[src/core/sdam_pkg.sv]
// Shared constants and types of the servo deviation and link alarm monitor.
package sdam_pkg;
    // Master clock rate in hertz.
    localparam int CLK_HZ = 20_000_000;
    // Largest position magnitude before the overflow alarm.
    localparam logic [32:0] POS_LIMIT = 33'h070000000;
    // Legal station address range.
    localparam logic [7:0] ADDR_MIN = 8'h03;
    localparam logic [7:0] ADDR_MAX = 8'hEF;
    // Supported transmission cycle range in microseconds.
    localparam logic [15:0] CYCLE_MIN_US = 16'h007D;
    localparam logic [15:0] CYCLE_MAX_US = 16'h0FA0;
    // Allowed cycle-to-cycle period change, in nanoseconds and in clocks.
    localparam int JITTER_NS = 2000;
    localparam int JITTER_CYC = JITTER_NS * (CLK_HZ / 1_000_000) / 1000;
    // One bit per data size switch value; a set bit marks a valid value.
    localparam logic [3:0] DSIZE_OK_MASK = 4'h3;
    // Good watchdog updates needed before synchronous operation starts.
    localparam logic [2:0] START_CYCLES = 3'h4;
    // Alarm bit positions.
    localparam int AL_DEV = 0;
    localparam int AL_SON = 1;
    localparam int AL_LIM = 2;
    localparam int AL_POS = 3;
    localparam int AL_ISYNC = 4;
    localparam int AL_CYC = 5;
    localparam int AL_DSIZE = 6;
    localparam int AL_ADDR = 7;
    localparam int AL_NSYNC = 8;
    localparam int AL_START = 9;
    localparam int NUM_ALARMS = 10;
    // Alarm codes reported to the host, indexed by alarm bit.
    localparam logic [7:0] ALARM_CODE [NUM_ALARMS] = '{8'h10, 8'h11, 8'h12, 8'h13,
        8'h20, 8'h21, 8'h22, 8'h23, 8'h24, 8'h25};
    // Code shown while no alarm is pending.
    localparam logic [7:0] NO_ALARM_CODE = 8'h00;
    // Latched alarm flags, one per alarm bit.
    typedef logic [NUM_ALARMS-1:0] sdam_alarm_type;
    // Setting switches as read from the pins.
    typedef struct packed {
        logic [3:0] address_switch_high;
        logic [3:0] address_switch_low;
        logic [1:0] data_size_switch;
    } sdam_switch_type;
    // Speed limit settings applied at servo-on.
    typedef struct packed {
        logic [15:0] servo_on_speed_limit_a;
        logic [15:0] servo_on_speed_limit_b;
        logic select_b;
    } sdam_limit_type;
    // Synchronous communication states.
    typedef enum {SYNC_IDLE, SYNC_CHECK, SYNC_RUN} sdam_sync_state_type;
endpackage

[src/core/sdam_sync.sv]
// Two-stage synchroniser for pin inputs.
`timescale 1ns/1ns
module sdam_sync #(
    parameter int WIDTH = 1
) (
    input wire logic mclk,
    input wire logic sys_rst,
    input wire logic [WIDTH-1:0] async_in,
    output logic [WIDTH-1:0] sync_out
);
    // First stage, read only by the second stage.
    logic [WIDTH-1:0] stage1;
    logic [WIDTH-1:0] next_stage1;
    logic [WIDTH-1:0] next_sync_out;

    // Next values simply shift the pin level along.
    always_comb begin
        next_stage1 = async_in;
        next_sync_out = stage1;
    end

    // Registers clear on reset so logic sees a defined level.
    always_ff @(posedge mclk) begin
        if (sys_rst) begin
            stage1 <= '0;
            sync_out <= '0;
        end else begin
            stage1 <= next_stage1;
            sync_out <= next_sync_out;
        end
    end
endmodule

[src/core/sdam_cycle_meter.sv]
// Measures the network cycle period and flags fluctuation.
`timescale 1ns/1ns
module sdam_cycle_meter #(
    parameter int CNT_W = 20
) (
    input wire logic mclk,
    input wire logic sys_rst,
    input wire logic cycle_tick,
    output logic fluctuated
);
    // Clocks since the last cycle start, saturating.
    logic [CNT_W-1:0] count;
    logic [CNT_W-1:0] next_count;
    // Period of the previous cycle.
    logic [CNT_W-1:0] prev_period;
    logic [CNT_W-1:0] next_prev_period;
    // A first tick has been seen, and a full period has been measured.
    logic started;
    logic next_started;
    logic have_prev;
    logic next_have_prev;
    logic next_fluctuated;
    logic [CNT_W-1:0] diff;

    // Compares each new period with the last one.
    always_comb begin
        diff = (count > prev_period) ? count - prev_period : prev_period - count;
        next_count = (&count) ? count : count + 1'b1;
        next_prev_period = prev_period;
        next_started = started;
        next_have_prev = have_prev;
        next_fluctuated = 1'b0;
        if (cycle_tick) begin
            next_count = {{(CNT_W-1){1'b0}}, 1'b1};
            next_started = 1'b1;
            if (started) begin
                next_prev_period = count;
                next_have_prev = 1'b1;
                // A change larger than the tolerance is a fluctuation.
                next_fluctuated = have_prev && (diff > CNT_W'(sdam_pkg::JITTER_CYC));
            end
        end
    end

    // Registers the measurement state.
    always_ff @(posedge mclk) begin
        if (sys_rst) begin
            count <= '0;
            prev_period <= '0;
            started <= 1'b0;
            have_prev <= 1'b0;
            fluctuated <= 1'b0;
        end else begin
            count <= next_count;
            prev_period <= next_prev_period;
            started <= next_started;
            have_prev <= next_have_prev;
            fluctuated <= next_fluctuated;
        end
    end
endmodule

[src/core/sdam_monitor.sv]
// Deviation, position and network link alarm monitor, top level.
`timescale 1ns/1ns
module sdam_monitor (
    input wire logic mclk,
    input wire logic sys_rst,
    input wire logic servo_on,
    input wire logic signed [31:0] deviation,
    input wire logic signed [31:0] position,
    input wire logic position_ref_valid,
    input wire logic [31:0] deviation_overflow_level,
    input wire logic [31:0] servo_on_deviation_overflow_level,
    input wire sdam_pkg::sdam_limit_type limit_cfg,
    input wire logic signed [15:0] speed_command,
    input wire logic cycle_pulse,
    input wire logic [15:0] cycle_setting_us,
    input wire sdam_pkg::sdam_switch_type switches,
    input wire logic duplicate_address_seen,
    input wire logic [7:0] host_watchdog_data,
    input wire logic sync_start_req,
    input wire logic alarm_clear,
    output sdam_pkg::sdam_alarm_type alarms,
    output logic [7:0] alarm_code,
    output logic signed [15:0] speed_limited,
    output logic speed_limit_active,
    output logic sync_running
);

    // Synchronised switch levels and cycle marker.
    sdam_pkg::sdam_switch_type sw;
    logic cycle_sync;
    // Previous cycle marker level for edge detection.
    logic cycle_prev;
    logic next_cycle_prev;
    // One-cycle pulse at each network cycle start.
    logic cycle_tick;
    // Fluctuation pulse from the period meter.
    logic fluct;

    sdam_sync #(.WIDTH(11)) i_sdam_sync (
        .mclk(mclk),
        .sys_rst(sys_rst),
        .async_in({switches, cycle_pulse}),
        .sync_out({sw, cycle_sync})
    );

    sdam_cycle_meter #(.CNT_W(20)) i_sdam_cycle_meter (
        .mclk(mclk),
        .sys_rst(sys_rst),
        .cycle_tick(cycle_tick),
        .fluctuated(fluct)
    );

    // Magnitude of a signed word, one bit wider so the most negative fits.
    function automatic logic [32:0] mag(input logic signed [31:0] v);
        logic [32:0] w;
        w = {v[31], v};
        return v[31] ? (~w + 33'h000000001) : w;
    endfunction

    // Servo and deviation state.
    logic servo_prev;
    logic next_servo_prev;
    logic servo_rise;
    logic [32:0] dev_mag;
    logic dev_nonzero;
    logic dev_over;
    // Deviation exceeded the servo-on level while the servo was off.
    logic son_armed;
    logic next_son_armed;
    // A position reference arrived during the limited condition.
    logic ref_seen;
    logic next_ref_seen;
    logic next_speed_limit_active;
    logic signed [15:0] next_speed_limited;
    logic signed [16:0] lim;

    // Link state.
    sdam_pkg::sdam_sync_state_type state;
    sdam_pkg::sdam_sync_state_type next_state;
    logic [2:0] good_count;
    logic [2:0] next_good_count;
    logic [7:0] last_wd;
    logic [7:0] next_last_wd;
    logic wd_changed;
    logic [7:0] station_address;

    // Alarm events and latch.
    sdam_pkg::sdam_alarm_type events;
    sdam_pkg::sdam_alarm_type next_alarms;
    logic [7:0] next_alarm_code;

    // Edge detection on the synchronised cycle marker and on servo-on.
    always_comb begin
        next_cycle_prev = cycle_sync;
        cycle_tick = cycle_sync && !cycle_prev;
        next_servo_prev = servo_on;
        servo_rise = servo_on && !servo_prev;
        dev_mag = mag(deviation);
        dev_nonzero = deviation != 32'sh00000000;
        dev_over = dev_mag > {1'b0, deviation_overflow_level};
        wd_changed = host_watchdog_data != last_wd;
        station_address = {sw.address_switch_high, sw.address_switch_low};
    end

    always_ff @(posedge mclk) begin
        if (sys_rst) begin
            cycle_prev <= 1'b0;
            servo_prev <= 1'b0;
        end else begin
            cycle_prev <= next_cycle_prev;
            servo_prev <= next_servo_prev;
        end
    end

    // Servo-on arming, speed limit condition and speed clamp.
    always_comb begin
        next_son_armed = son_armed;
        next_speed_limit_active = speed_limit_active;
        next_ref_seen = ref_seen;
        lim = limit_cfg.select_b ? {1'b0, limit_cfg.servo_on_speed_limit_b}
                                 : {1'b0, limit_cfg.servo_on_speed_limit_a};
        if (!servo_on) begin
            // Track whether the deviation is above the servo-on level on each clock while the servo is off.
            next_son_armed = mag(deviation) > {1'b0, servo_on_deviation_overflow_level};
            next_speed_limit_active = 1'b0;
            next_ref_seen = 1'b0;
        end else if (servo_rise) begin
            // Deviation left in the counter at servo-on starts the limit.
            next_speed_limit_active = dev_nonzero;
            next_ref_seen = 1'b0;
            next_son_armed = 1'b0;
        end else if (speed_limit_active) begin
            // The limit ends once the deviation has been worked off.
            next_speed_limit_active = dev_nonzero;
            next_ref_seen = ref_seen || position_ref_valid;
        end
        next_speed_limited = speed_command;
        if (speed_limit_active) begin
            if (17'(speed_command) > lim) begin
                next_speed_limited = lim[15:0];
            end else if (17'(speed_command) < -lim) begin
                next_speed_limited = 16'(-lim);
            end
        end
    end

    always_ff @(posedge mclk) begin
        if (sys_rst) begin
            son_armed <= 1'b0;
            speed_limit_active <= 1'b0;
            ref_seen <= 1'b0;
            speed_limited <= 16'sh0000;
        end else begin
            son_armed <= next_son_armed;
            speed_limit_active <= next_speed_limit_active;
            ref_seen <= next_ref_seen;
            speed_limited <= next_speed_limited;
        end
    end

    // Synchronous communication start and watchdog supervision.
    always_comb begin
        next_state = state;
        next_good_count = good_count;
        next_last_wd = cycle_tick ? host_watchdog_data : last_wd;
        unique case (state)
            sdam_pkg::SYNC_IDLE: begin
                if (sync_start_req) begin
                    next_state = sdam_pkg::SYNC_CHECK;
                    next_good_count = 3'h0;
                end
            end
            sdam_pkg::SYNC_CHECK: begin
                if (cycle_tick) begin
                    if (!wd_changed) begin
                        // Stale watchdog at start: stay out of sync.
                        next_state = sdam_pkg::SYNC_IDLE;
                    end else if (good_count == sdam_pkg::START_CYCLES - 3'h1) begin
                        next_state = sdam_pkg::SYNC_RUN;
                    end else begin
                        next_good_count = good_count + 3'h1;
                    end
                end
            end
            sdam_pkg::SYNC_RUN: begin
                if (cycle_tick && !wd_changed) begin
                    // Synchronous operation stops on a missed update.
                    next_state = sdam_pkg::SYNC_IDLE;
                end
            end
        endcase
    end

    always_ff @(posedge mclk) begin
        if (sys_rst) begin
            state <= sdam_pkg::SYNC_IDLE;
            good_count <= 3'h0;
            last_wd <= 8'h00;
            sync_running <= 1'b0;
        end else begin
            state <= next_state;
            good_count <= next_good_count;
            last_wd <= next_last_wd;
            sync_running <= next_state == sdam_pkg::SYNC_RUN;
        end
    end

    // Detected events, latched until cleared; a new event beats the clear.
    always_comb begin
        events = '0;
        events[sdam_pkg::AL_DEV] = servo_on && !speed_limit_active && dev_over;
        events[sdam_pkg::AL_SON] = servo_rise && son_armed;
        events[sdam_pkg::AL_LIM] = speed_limit_active && ref_seen && dev_over;
        events[sdam_pkg::AL_POS] = mag(position) > sdam_pkg::POS_LIMIT;
        events[sdam_pkg::AL_ISYNC] = fluct;
        events[sdam_pkg::AL_CYC] = (cycle_setting_us < sdam_pkg::CYCLE_MIN_US)
                                   || (cycle_setting_us > sdam_pkg::CYCLE_MAX_US);
        events[sdam_pkg::AL_DSIZE] = !sdam_pkg::DSIZE_OK_MASK[sw.data_size_switch];
        events[sdam_pkg::AL_ADDR] = (station_address < sdam_pkg::ADDR_MIN)
                                    || (station_address > sdam_pkg::ADDR_MAX)
                                    || duplicate_address_seen;
        events[sdam_pkg::AL_NSYNC] = (state == sdam_pkg::SYNC_RUN) && cycle_tick && !wd_changed;
        events[sdam_pkg::AL_START] = (state == sdam_pkg::SYNC_CHECK) && cycle_tick && !wd_changed;
        next_alarms = (alarm_clear ? '0 : alarms) | events;
        // The lowest pending alarm bit names the reported code.
        next_alarm_code = sdam_pkg::NO_ALARM_CODE;
        for (int i = sdam_pkg::NUM_ALARMS - 1; i >= 0; i--) begin
            if (next_alarms[i]) begin
                next_alarm_code = sdam_pkg::ALARM_CODE[i];
            end
        end
    end

    always_ff @(posedge mclk) begin
        if (sys_rst) begin
            alarms <= '0;
            alarm_code <= 8'h00;
        end else begin
            alarms <= next_alarms;
            alarm_code <= next_alarm_code;
        end
    end
endmodule

[config.mk]
export PLATFORM = sky130hd
export DESIGN_NAME = sdam_monitor
export DESIGN_NICKNAME = d
export VERILOG_FILES = /design/src/core/sdam_pkg.sv /design/src/core/sdam_sync.sv /design/src/core/sdam_cycle_meter.sv /design/src/core/sdam_monitor.sv
export SDC_FILE = /design/constraint.sdc
export NUM_CORES = 1
export LEC_CHECK = 0
export ABC_AREA = 1
export BUFFER_PORTS_ARGS = -buffer_cell sky130_fd_sc_hd__buf_2
export CAP_MARGIN = 20
export CORE_AREA = 2 2 155 157
export CTS_CLUSTER_DIAMETER = 120
export DETAILED_ROUTE_END_ITERATION = 16
export DIE_AREA = 0 0 157 159
export PLACE_DENSITY = 0.81
export SLEW_MARGIN = 20
export SYNTH_ARGS = -nofsm -noshare
export SYNTH_HDL_FRONTEND = slang
export SYNTH_SLANG_ARGS = --single-unit
[constraint.sdc]
create_clock -name mclk -period 4.7 [get_ports mclk]
set_input_delay 0.94 -clock mclk [delete_from_list [all_inputs] [get_ports mclk]]
set_output_delay 0.94 -clock mclk [all_outputs]
set_load 0.02 [all_outputs]
Yosys cells after proc, flatten, opt, wreduce, memory -nomap -nowiden
Cells that the tools add are included.
{ "classes": {"reduce_logical": 37, "eq_ne": 13, "n_mux": 37, "magnitude_cmp": 12, "bitwise": 6, "add_sub_neg": 7} }
{ "op_table": {"columns": ["op", "count"], "rows": [
  ["32-bit two-way mux", 5],
  ["32-bit one-hot mux with 3 select lines", 1],
  ["33-bit by 1-bit adder with 33-bit output (second input constant)", 2],
  ["33-bit by 32-bit > comparator with 1-bit output", 2],
  ["33-bit two-way mux", 2],
  ["33-bit NOT", 2],
  ["32-bit by 2-bit == test with 1-bit output (second input constant)", 2],
  ["32-bit by 3-bit == test with 1-bit output (second input constant)", 2],
  ["16-bit two-way mux", 4],
  ["20-bit subtractor", 2],
  ["6-bit two-way mux", 6],
  ["33-bit by 31-bit > comparator with 1-bit output (second input constant)", 1],
  ["32-bit by 1-bit == test with 1-bit output (second input constant)", 1],
  ["32-bit logical NOT", 1],
  ["32-bit nonzero test", 1],
  ["20-bit by 1-bit adder with 20-bit output (second input constant)", 1],
  ["20-bit > comparator", 1],
  ["20-bit by 6-bit > comparator with 1-bit output (second input constant)", 1],
  ["20-bit two-way mux", 1],
  ["5-bit two-way mux", 4],
  ["20-bit AND reduction", 1],
  ["16-bit by 17-bit > comparator with 1-bit output", 1],
  ["16-bit by 17-bit < comparator with 1-bit output", 1],
  ["16-bit negation with 17-bit output", 1],
  ["28 further kinds", 66]
]} }
{ "totals": {"ff_bits": 148, "elab_cells": 137, "in_bits": 219} }

Longest topological paths before layout
Gate-level depths: netlist of the first run.
{ "logic_depth": {"ltp_word": 16, "depth_mapped": 27} }

Cells and area by module
A second synthesis of the first run with hierarchy kept.
{ "unflattened": {"hier_cells": 2200, "area_unflattened_um2": 13613.1} }
{ "modules_own_cells": {"columns": ["module", "area_each_um2", "cells_each", "seq_area_each_um2", "instances"], "rows": [
  ["sdam_monitor", 8419.3, 1354, 1601.5, 1],
  ["sdam_cycle_meter", 4565.6, 778, 860.8, 1],
  ["sdam_sync", 628.1, 68, 440.4, 1]
]} }

Least setup slack after synthesis of the first run
OpenSTA, ideal clock, no wires.
{ "synth_path": {"path_type": "in2reg", "start": "input port deviation[0]", "end": "register alarm_code[5]", "setup_time_ns": 0.118, "n_path_buf": 0, "path_slack_ns": 0.725, "t_arrival_ns": 3.857, "cell_stages": 25, "t_required_ns": 4.582, "path_cell_list": "inv_1 ha_1 inv_1 nor3_1 nand2_1 nor2_1 nand2_1 nor2_1 nand3_1 nor2_1 nand4_1 o21ai_0 xnor2_1 ha_1 nand2_1 nor2_1 nand3b_1 nor2_1 nand3_1 o211ai_1 nand3b_1 nand2_1 nor2_1 nand3_1 nor2_1"} }
{ "synth_via": {"elab_chain_cells": 7} }
{ "synth_rtl": {"columns": ["element", "line_no", "text"], "rows": [
  ["start: declaration", "sdam_monitor.sv:7", "input wire logic signed [31:0] deviation,"],
  ["33-bit NOT", "sdam_monitor.sv:57", "return v[31] ? (~w + 33'h000000001) : w;"],
  ["33-bit by 1-bit adder with 33-bit output", "sdam_monitor.sv:57", null],
  ["33-bit two-way mux (*)", "sdam_monitor.sv:57", null],
  ["33-bit by 32-bit > comparator with 1-bit output (*)", "sdam_monitor.sv:100", "dev_over = dev_mag > {1'b0, deviation_overflow_level};"],
  ["1-bit logical AND, on equally long branches", "sdam_monitor.sv:211, sdam_monitor.sv:213", null],
  ["10-bit OR (*)", "sdam_monitor.sv:224", "next_alarms = (alarm_clear ? '0 : alarms) | events;"],
  ["5-bit OR reduction (no source line) (*)", null, null],
  ["end signal: assignment", "sdam_monitor.sv:240", "alarm_code <= next_alarm_code;"],
  ["end: declaration", "sdam_monitor.sv:22", "output logic [7:0] alarm_code,"]
]} }
Every way passes the cells marked *; elsewhere a longest branch is shown, timed or not.
A chain may end at the register's enable or synchronous reset.

Worst setup path in the final report of the first run
Ends and elaborated chain as after synthesis.

==> impl_metrics.env, run 1 <==
export IMPL_clock_sinks=143
export IMPL_hold_viol=0
export IMPL_synth_top_family_by_area="simple AND/OR/NAND/NOR gates"
export IMPL_grt_use_total_pct=30.6
export IMPL_final_cell_mix="nand2_1 (426), inv_1 (363), nor2_1 (262)"
export IMPL_async_flop_share_pct=0
export IMPL_cts_buffers=17
export IMPL_cp_required_ns=5.01
export IMPL_startpoint_type="input port"
export IMPL_postCtsHoldBufs=0
export IMPL_max_freq_mhz=233
export IMPL_area_growth_pct=16.5
export IMPL_yosys_area_share_simple_pct=31.2
export IMPL_ys_seq_elements=143
export IMPL_die_w_um=157
export IMPL_vdd_drop_max_v=0.000256
export IMPL_via_per_inst=5.35
export IMPL_setup_tns_ns=0
export IMPL_wl_met1_um=17100
export IMPL_dp_hpwl_um=31400
export IMPL_cp_max_fo=5
export IMPL_nNetsFinal=2695
export IMPL_crit_arrival_ns=4.60
export IMPL_n_fill_cell=2111
export IMPL_maxCapViolCount=0
export IMPL_ioPinCount=255
export IMPL_min_path_type="reg2reg"
export IMPL_die_area_sq_um=25000
export IMPL_fp_dieH_um=159
export IMPL_cts_root_buf="clkbuf_16"
export IMPL_postCtsSetupRepairBufs=0
export IMPL_power_leakage_nw=8.23
export IMPL_yosys_area_share_adder_pct=13.9
export IMPL_synth_distinct_cells=50
export IMPL_p_per_area_nw_per_um2=245
export IMPL_skew_ns=0.0123
export IMPL_slew_headroom_pct=41.8
export IMPL_yosys_mux_area_fraction_pct=0
export IMPL_ys_top_cells_by_area="dfxtp_1 (22%), ha_1 (14%), nand2_1 (12%)"
export IMPL_core_area_sq_um=23200
export IMPL_drt_initial_drc_count=981
export IMPL_core_rowCount=56
export IMPL_wl_met3_um=2520
export IMPL_status="complete, no violations"
export IMPL_synth_compound_area_share_pct=15.1
export IMPL_htreeDepth=4
export IMPL_min_delay_start="i_sdam_sync.next_sync_out[7]"
export IMPL_final_common_cell="nand2_1"
export IMPL_crit_path_start="deviation[0]"
export IMPL_synth_top_area_share_pct=21.9
export IMPL_syn_avg_cell_area_sq_um=6.22
export IMPL_yosysTopAreaCell="dfxtp_1"
export IMPL_met2_length_um=17600
export IMPL_route_final_wire_length_um=38400
export IMPL_synth_edf_count=0
export IMPL_drt_drc_violations_left=0
export IMPL_place_gp_congestion=0.966
export IMPL_yosys_warnings=0
export IMPL_synthCells=2099
export IMPL_finalSetupViolations=0
export IMPL_r2r_start="i_sdam_cycle_meter.count[0]"
export IMPL_post_route_period_util_pct=91.4
export IMPL_routed_top_layer="met4"
export IMPL_worstMarginPinSlew_ns=0.862
export IMPL_synth_main_ff_cell="dfxtp_1"
export IMPL_cp_end_kind="flop"
export IMPL_start_util_pct=56.3
export IMPL_seq_area_sq_um=2860
export IMPL_vias=14300
export IMPL_grt_pass1_vias=13700
export IMPL_yosysSeqAreaShare_pct=21.9
export IMPL_grt_antenna_before_repair=1
export IMPL_holdWs_ns=0.404
export IMPL_dr_pass1_iters=7
export IMPL_wl_per_cell_um=14.4
export IMPL_cts_tree="built"
export IMPL_period_needed_ns=4.29
export IMPL_path_class="in2reg"
export IMPL_clkTransAtPathRegs_ns=0.07
export IMPL_synth_area_sq_um=13000
export IMPL_drv_slew=0
export IMPL_ant_nets=0
export IMPL_multiInputGateArea_sq_um=8570
export IMPL_grt_pass1_wl_um=63100
export IMPL_clk_path_buf_depth=2
export IMPL_clk_latency_ns=0.42
export IMPL_grt_overflow=0
export IMPL_synth_xor_area_share_pct=5.30
export IMPL_grt_max_degree=79
export IMPL_drive_gt1_share_pct=14.0
export IMPL_port_buffers=250
export IMPL_grt_setup_unrepaired="false"
==> where the power goes <==
group | leakage [nW] | internal, W | switching (W)
logic | 6.77 | 0.000409 | 0.000690
registers | 1.17 | 0.00125 | 0.0000242
clock network | 0.294 | 0.000760 | 0.000594
==> repair_timing <==
action | 4_1_cts | 5_1_grt
endpoints found under the hold margin | 0 | 0
gates resized for setup | 0 | 2
endpoints found under the setup margin | 0 | 5
==> per-layer routing <==
| layer | GRT usage [%] | vias up |
|---|---|---|
| met3 | 2.99 | 84 |
| met2 | 51.0 | 540 |
| met5 | 0 | - |
| met1 | 40.8 | 6395 |
| li1 | - | 7249 |
| met4 | 11.4 | 0 |
==> per-stage QoR <==
stage	power [W]	utilization [%]	area, sq um	setup WS (ns)	cells
3_3_place_gp	0.00235	62.9	14600	0.102	2632
3_5_place_dp	0.00238	62.9	14600	0.0203	2632
6_report	0.00373	65.5	15200	0.407	2665
2_1_floorplan	0.00204	-	13100	0.725	2101
5_1_grt	0.00394	65.5	15200	0.0525	2665
4_1_cts	0.00373	65.5	15200	0.436	2664
==> cell usage after synthesis, drive strengths merged, types with 7 or more instances <==
library cell,instances
o21bai,12
dfxtp,143
a21oi,151
nand2,426
ha,142
o21ai,142
inv,369
nor4,20
xor2,61
clkbuf,33
buf,19
nor2,268
a31oi,7
xnor2,18
o211ai,9
nand4,43
nand3b,9
nor3,63
nand3,116
==> area by class of cell <==
class | count | area share [%]
diodes | 1 | 0.0165
clock buffers | 17 | 2.80
clock inverters | 15 | 1.19
inverters | 370 | 9.14
multi-input cells | 1536 | 56.4
flip-flops and latches | 143 | 18.8
well taps | 319 | 2.63
repair buffers | 264 | 9.01
==> sequential cells by signal, indices dropped and copies added, names as in the netlist, 5 cells and up <==
register,flops
i_sdam_sync.sync_out,10
i_sdam_cycle_meter.count,20
alarm_code,5
alarms,10
last_wd,8
speed_limited,16
i_sdam_cycle_meter.prev_period,20
i_sdam_sync.next_sync_out,10
state,32
==> worst max-delay path: stages <==
cell	delay (ns)
buf_2	0.11
inv_1	0.11
ha_1	0.16
inv_1	0.04
nor3_1	0.20
nand2_1	0.11
nor2_1	0.10
nand2_1	0.07
nor2_1	0.14
nand3_1	0.12
nor2_2	0.20
nand4_1	0.25
o21ai_1	0.22
xnor2_1	0.12
ha_1	0.32
nand2_1	0.06
nor2_1	0.11
nand3b_1	0.20
nor2_1	0.21
nand3_1	0.10
o211ai_1	0.26
nand3_1	0.11
nand2_1	0.09
nor2_1	0.06
nand3_1	0.16
nor2_1	0.05
==> worst paths after layout <==
| path | cells past startpoint | to | slack [ns] |
|---|---|---|---|
| hold / removal | 2 | i_sdam_sync.sync_out[7] | 0.40 |
| hold reg to reg | 2 | i_sdam_sync.sync_out[7] | 0.40 |
| setup / recovery | 26 | alarm_code[5] | 0.41 |
| setup reg to reg | 15 | i_sdam_cycle_meter.fluctuated | 0.99 |
==> cell families (layout without fill, tap and decap cells) <==
family,count (synthesis),count (layout)
simple gates,954,954
buf+inv,422,666
compound gates,356,356
fa+ha+maj,144,144
flops,143,143
xor+xnor,79,79
other cells,1,4
No activity file was read; power rests on OpenSTA's default activity.
==> run 2, diff against run 1 <==
--- a/config.mk
+++ b/config.mk
@@ -12,7 +12,8 @@
 export CTS_CLUSTER_DIAMETER = 120
 export DETAILED_ROUTE_END_ITERATION = 16
 export DIE_AREA = 0 0 157 159
-export PLACE_DENSITY = 0.81
+export MAX_ROUTING_LAYER = met4
+export PLACE_DENSITY_LB_ADDON = 0.05
 export SLEW_MARGIN = 20
 export SYNTH_ARGS = -nofsm -noshare
 export SYNTH_HDL_FRONTEND = slang
==> run 2 against run 1 <==
Effect of this change:
- via count is 0.26% lower
- first-iteration DRC count shrank 6.5%
- sequential share of layout area about the same
- fmax grew 3.8%
- power about the same
- setup slack improved by 0.16 ns
- clock power hardly changed
- routed wire length is 0.35% lower
- non-clock buffer count fell by 3
- cell area fell by 0.11%
- clock skew decreased by 0.0019 ns
- critical endpoint is now speed_limited[11]
- largest cell class unchanged
==> impl_metrics.env, run 2 (synthesis gave the netlist of run 1 again) <==
export IMPL_path_common_cell="nand2_1"
export IMPL_vias=14200
export IMPL_cp_slowest_cell="ha_1"
export IMPL_die_area_sq_um=25000
export IMPL_skew_ns=0.0103
export IMPL_wl_per_cell_um=14.4
export IMPL_power_leakage_nw=8.21
export IMPL_drv_slew=0
export IMPL_clk_latency_ns=0.42
export IMPL_ant_nets=0
export IMPL_start_util_pct=56.3
export IMPL_place_area_sq_um=14600
export IMPL_clkTransAtPathRegs_ns=0.06
export IMPL_grt_overflow=0
export IMPL_top_register="state"
export IMPL_whs_endpoint="i_sdam_sync.sync_out[5]"
export IMPL_period_needed_ns=4.14
export IMPL_fp_dieH_um=159
export IMPL_p_total_w=0.00373
export IMPL_min_delay_start="i_sdam_sync.next_sync_out[5]"
export IMPL_htreeDepth=4
export IMPL_p_per_area_nw_per_um2=245
export IMPL_vdd_drop_max_v=0.000195
export IMPL_clock_sinks=143
export IMPL_cp_max_fo=8
export IMPL_holdPathStages=2
export IMPL_post_route_period_util_pct=88.0
export IMPL_port_buffers=250
export IMPL_area_growth_pct=16.4
export IMPL_clk_path_buf_depth=2
export IMPL_via_per_inst=5.34
export IMPL_path_class="in2reg"
export IMPL_n_fill_cell=2216
export IMPL_core_rowCount=56
export IMPL_regToRegSetupSlack_ns=1.11
export IMPL_grt_antenna_before_repair=4
export IMPL_path_buf_inv=4
export IMPL_die_w_um=157
export IMPL_regToRegEndpoint="i_sdam_cycle_meter.fluctuated"
export IMPL_max_freq_mhz=242
export IMPL_slew_headroom_pct=31.2
export IMPL_grt_max_degree=60
export IMPL_grt_use_total_pct=31.1
export IMPL_route_final_wire_length_um=38200
export IMPL_maxCapViolCount=0
export IMPL_status="complete, no violations"
export IMPL_nNetsFinal=2692
export IMPL_worstMarginPinSlew_ns=1.03
export IMPL_r2r_cells=15
export IMPL_largest_reg_flops=32
export IMPL_finalSetupViolations=0
export IMPL_cpPeakStageDelay_ns=0.31
export IMPL_cts_buffers=17
export IMPL_postCtsSetupRepairBufs=0
export IMPL_cp_end_kind="flop"
export IMPL_r2r_start="i_sdam_cycle_meter.count[0]"
export IMPL_min_path_type="reg2reg"
export IMPL_final_cell_mix="nand2_1 (426), inv_1 (363), nor2_1 (262)"
export IMPL_core_area_sq_um=23200
export IMPL_cp_required_ns=4.98
export IMPL_crit_path_start="limit_cfg[0]"
export IMPL_dr_pass1_iters=7
export IMPL_final_common_cell="nand2_1"
export IMPL_grt_pass1_vias=13400
export IMPL_grt_setup_unrepaired="false"
export IMPL_reg_top3="state x32, i_sdam_cycle_meter.count x20, i_sdam_cycle_meter.prev_period x20"
export IMPL_cts_tree="built"
export IMPL_grt_pass1_wl_um=61600
export IMPL_utilization_pct=65.5
export IMPL_dp_hpwl_um=31200
export IMPL_cts_root_buf="clkbuf_16"
export IMPL_drt_drc_violations_left=0
export IMPL_startpoint_type="input port"
export IMPL_final_cell_area_sq_um=15200
export IMPL_ioPinCount=255
export IMPL_drt_initial_drc_count=917
export IMPL_drive_gt1_share_pct=13.9
export IMPL_crit_arrival_ns=4.41
export IMPL_hold_viol=0
export IMPL_place_gp_congestion=0.985
export IMPL_holdWs_ns=0.399
export IMPL_setup_tns_ns=0
export IMPL_critical_path_top_delay_family="simple AND/OR/NAND/NOR gates"
[run 2: how the worst max path moves through the flow]
stage	endpoint	cells after the start
final	speed_limited[11]	26
after floorplan	alarm_code[5]	25
after global placement	alarm_code[5]	26
after global routing	alarm_code[5]	26
after CTS	alarm_code[5]	26
after detailed placement	alarm_code[5]	26
[run 2: area by class of cell]
| class | instances | area [sq um] | area share (%) |
|---|---|---|---|
| diodes | 4 | 10.0 | 0.0659 |
| clock buffers | 18 | 439 | 2.89 |
| clock inverters | 13 | 156 | 1.03 |
| inverters | 370 | 1390 | 9.15 |
| multi-input cells | 1536 | 8580 | 56.5 |
| flip-flops and latches | 143 | 2860 | 18.9 |
| well taps | 319 | 399 | 2.63 |
| repair buffers | 261 | 1350 | 8.87 |
[run 2: what timing repair did]
item	in CTS	in global routing
endpoints found under the setup margin	0	6
hold buffers	0	0
gates resized for setup	0	4
[run 2: layer usage]
metal	up-vias	global-route usage [%]	wire, um
met1	6373	36.5	15900
li1	7236	-	-
met3	119	4.22	2260
met4	0	14.7	1740
met5	-	-	0
met2	503	52.1	18300
[run 2: per-stage QoR]
| stage | worst slack [ns] | cells |
|---|---|---|
| floorplan | 0.725 | 2101 |
| global placement | 0.0826 | 2629 |
| detailed placement | 0.0239 | 2629 |
| CTS | 0.444 | 2660 |
| global route | 0.101 | 2664 |
| finish | 0.564 | 2664 |
[run 2: tightest hold or removal path: stages (launching register included)]
cell and delay, ns:
dfxtp_1 0.29, inv_1 0.04, nor2_1 0.03
[run 2: report_power, final]
part / switching [W] / total, W / leakage [nW] / internal [W]
Clock: 0.000549 / 0.00135 / 0.279 / 0.000805
Sequential: 0.0000209 / 0.00127 / 1.17 / 0.00125
Combinational: 0.000693 / 0.00110 / 6.76 / 0.000406
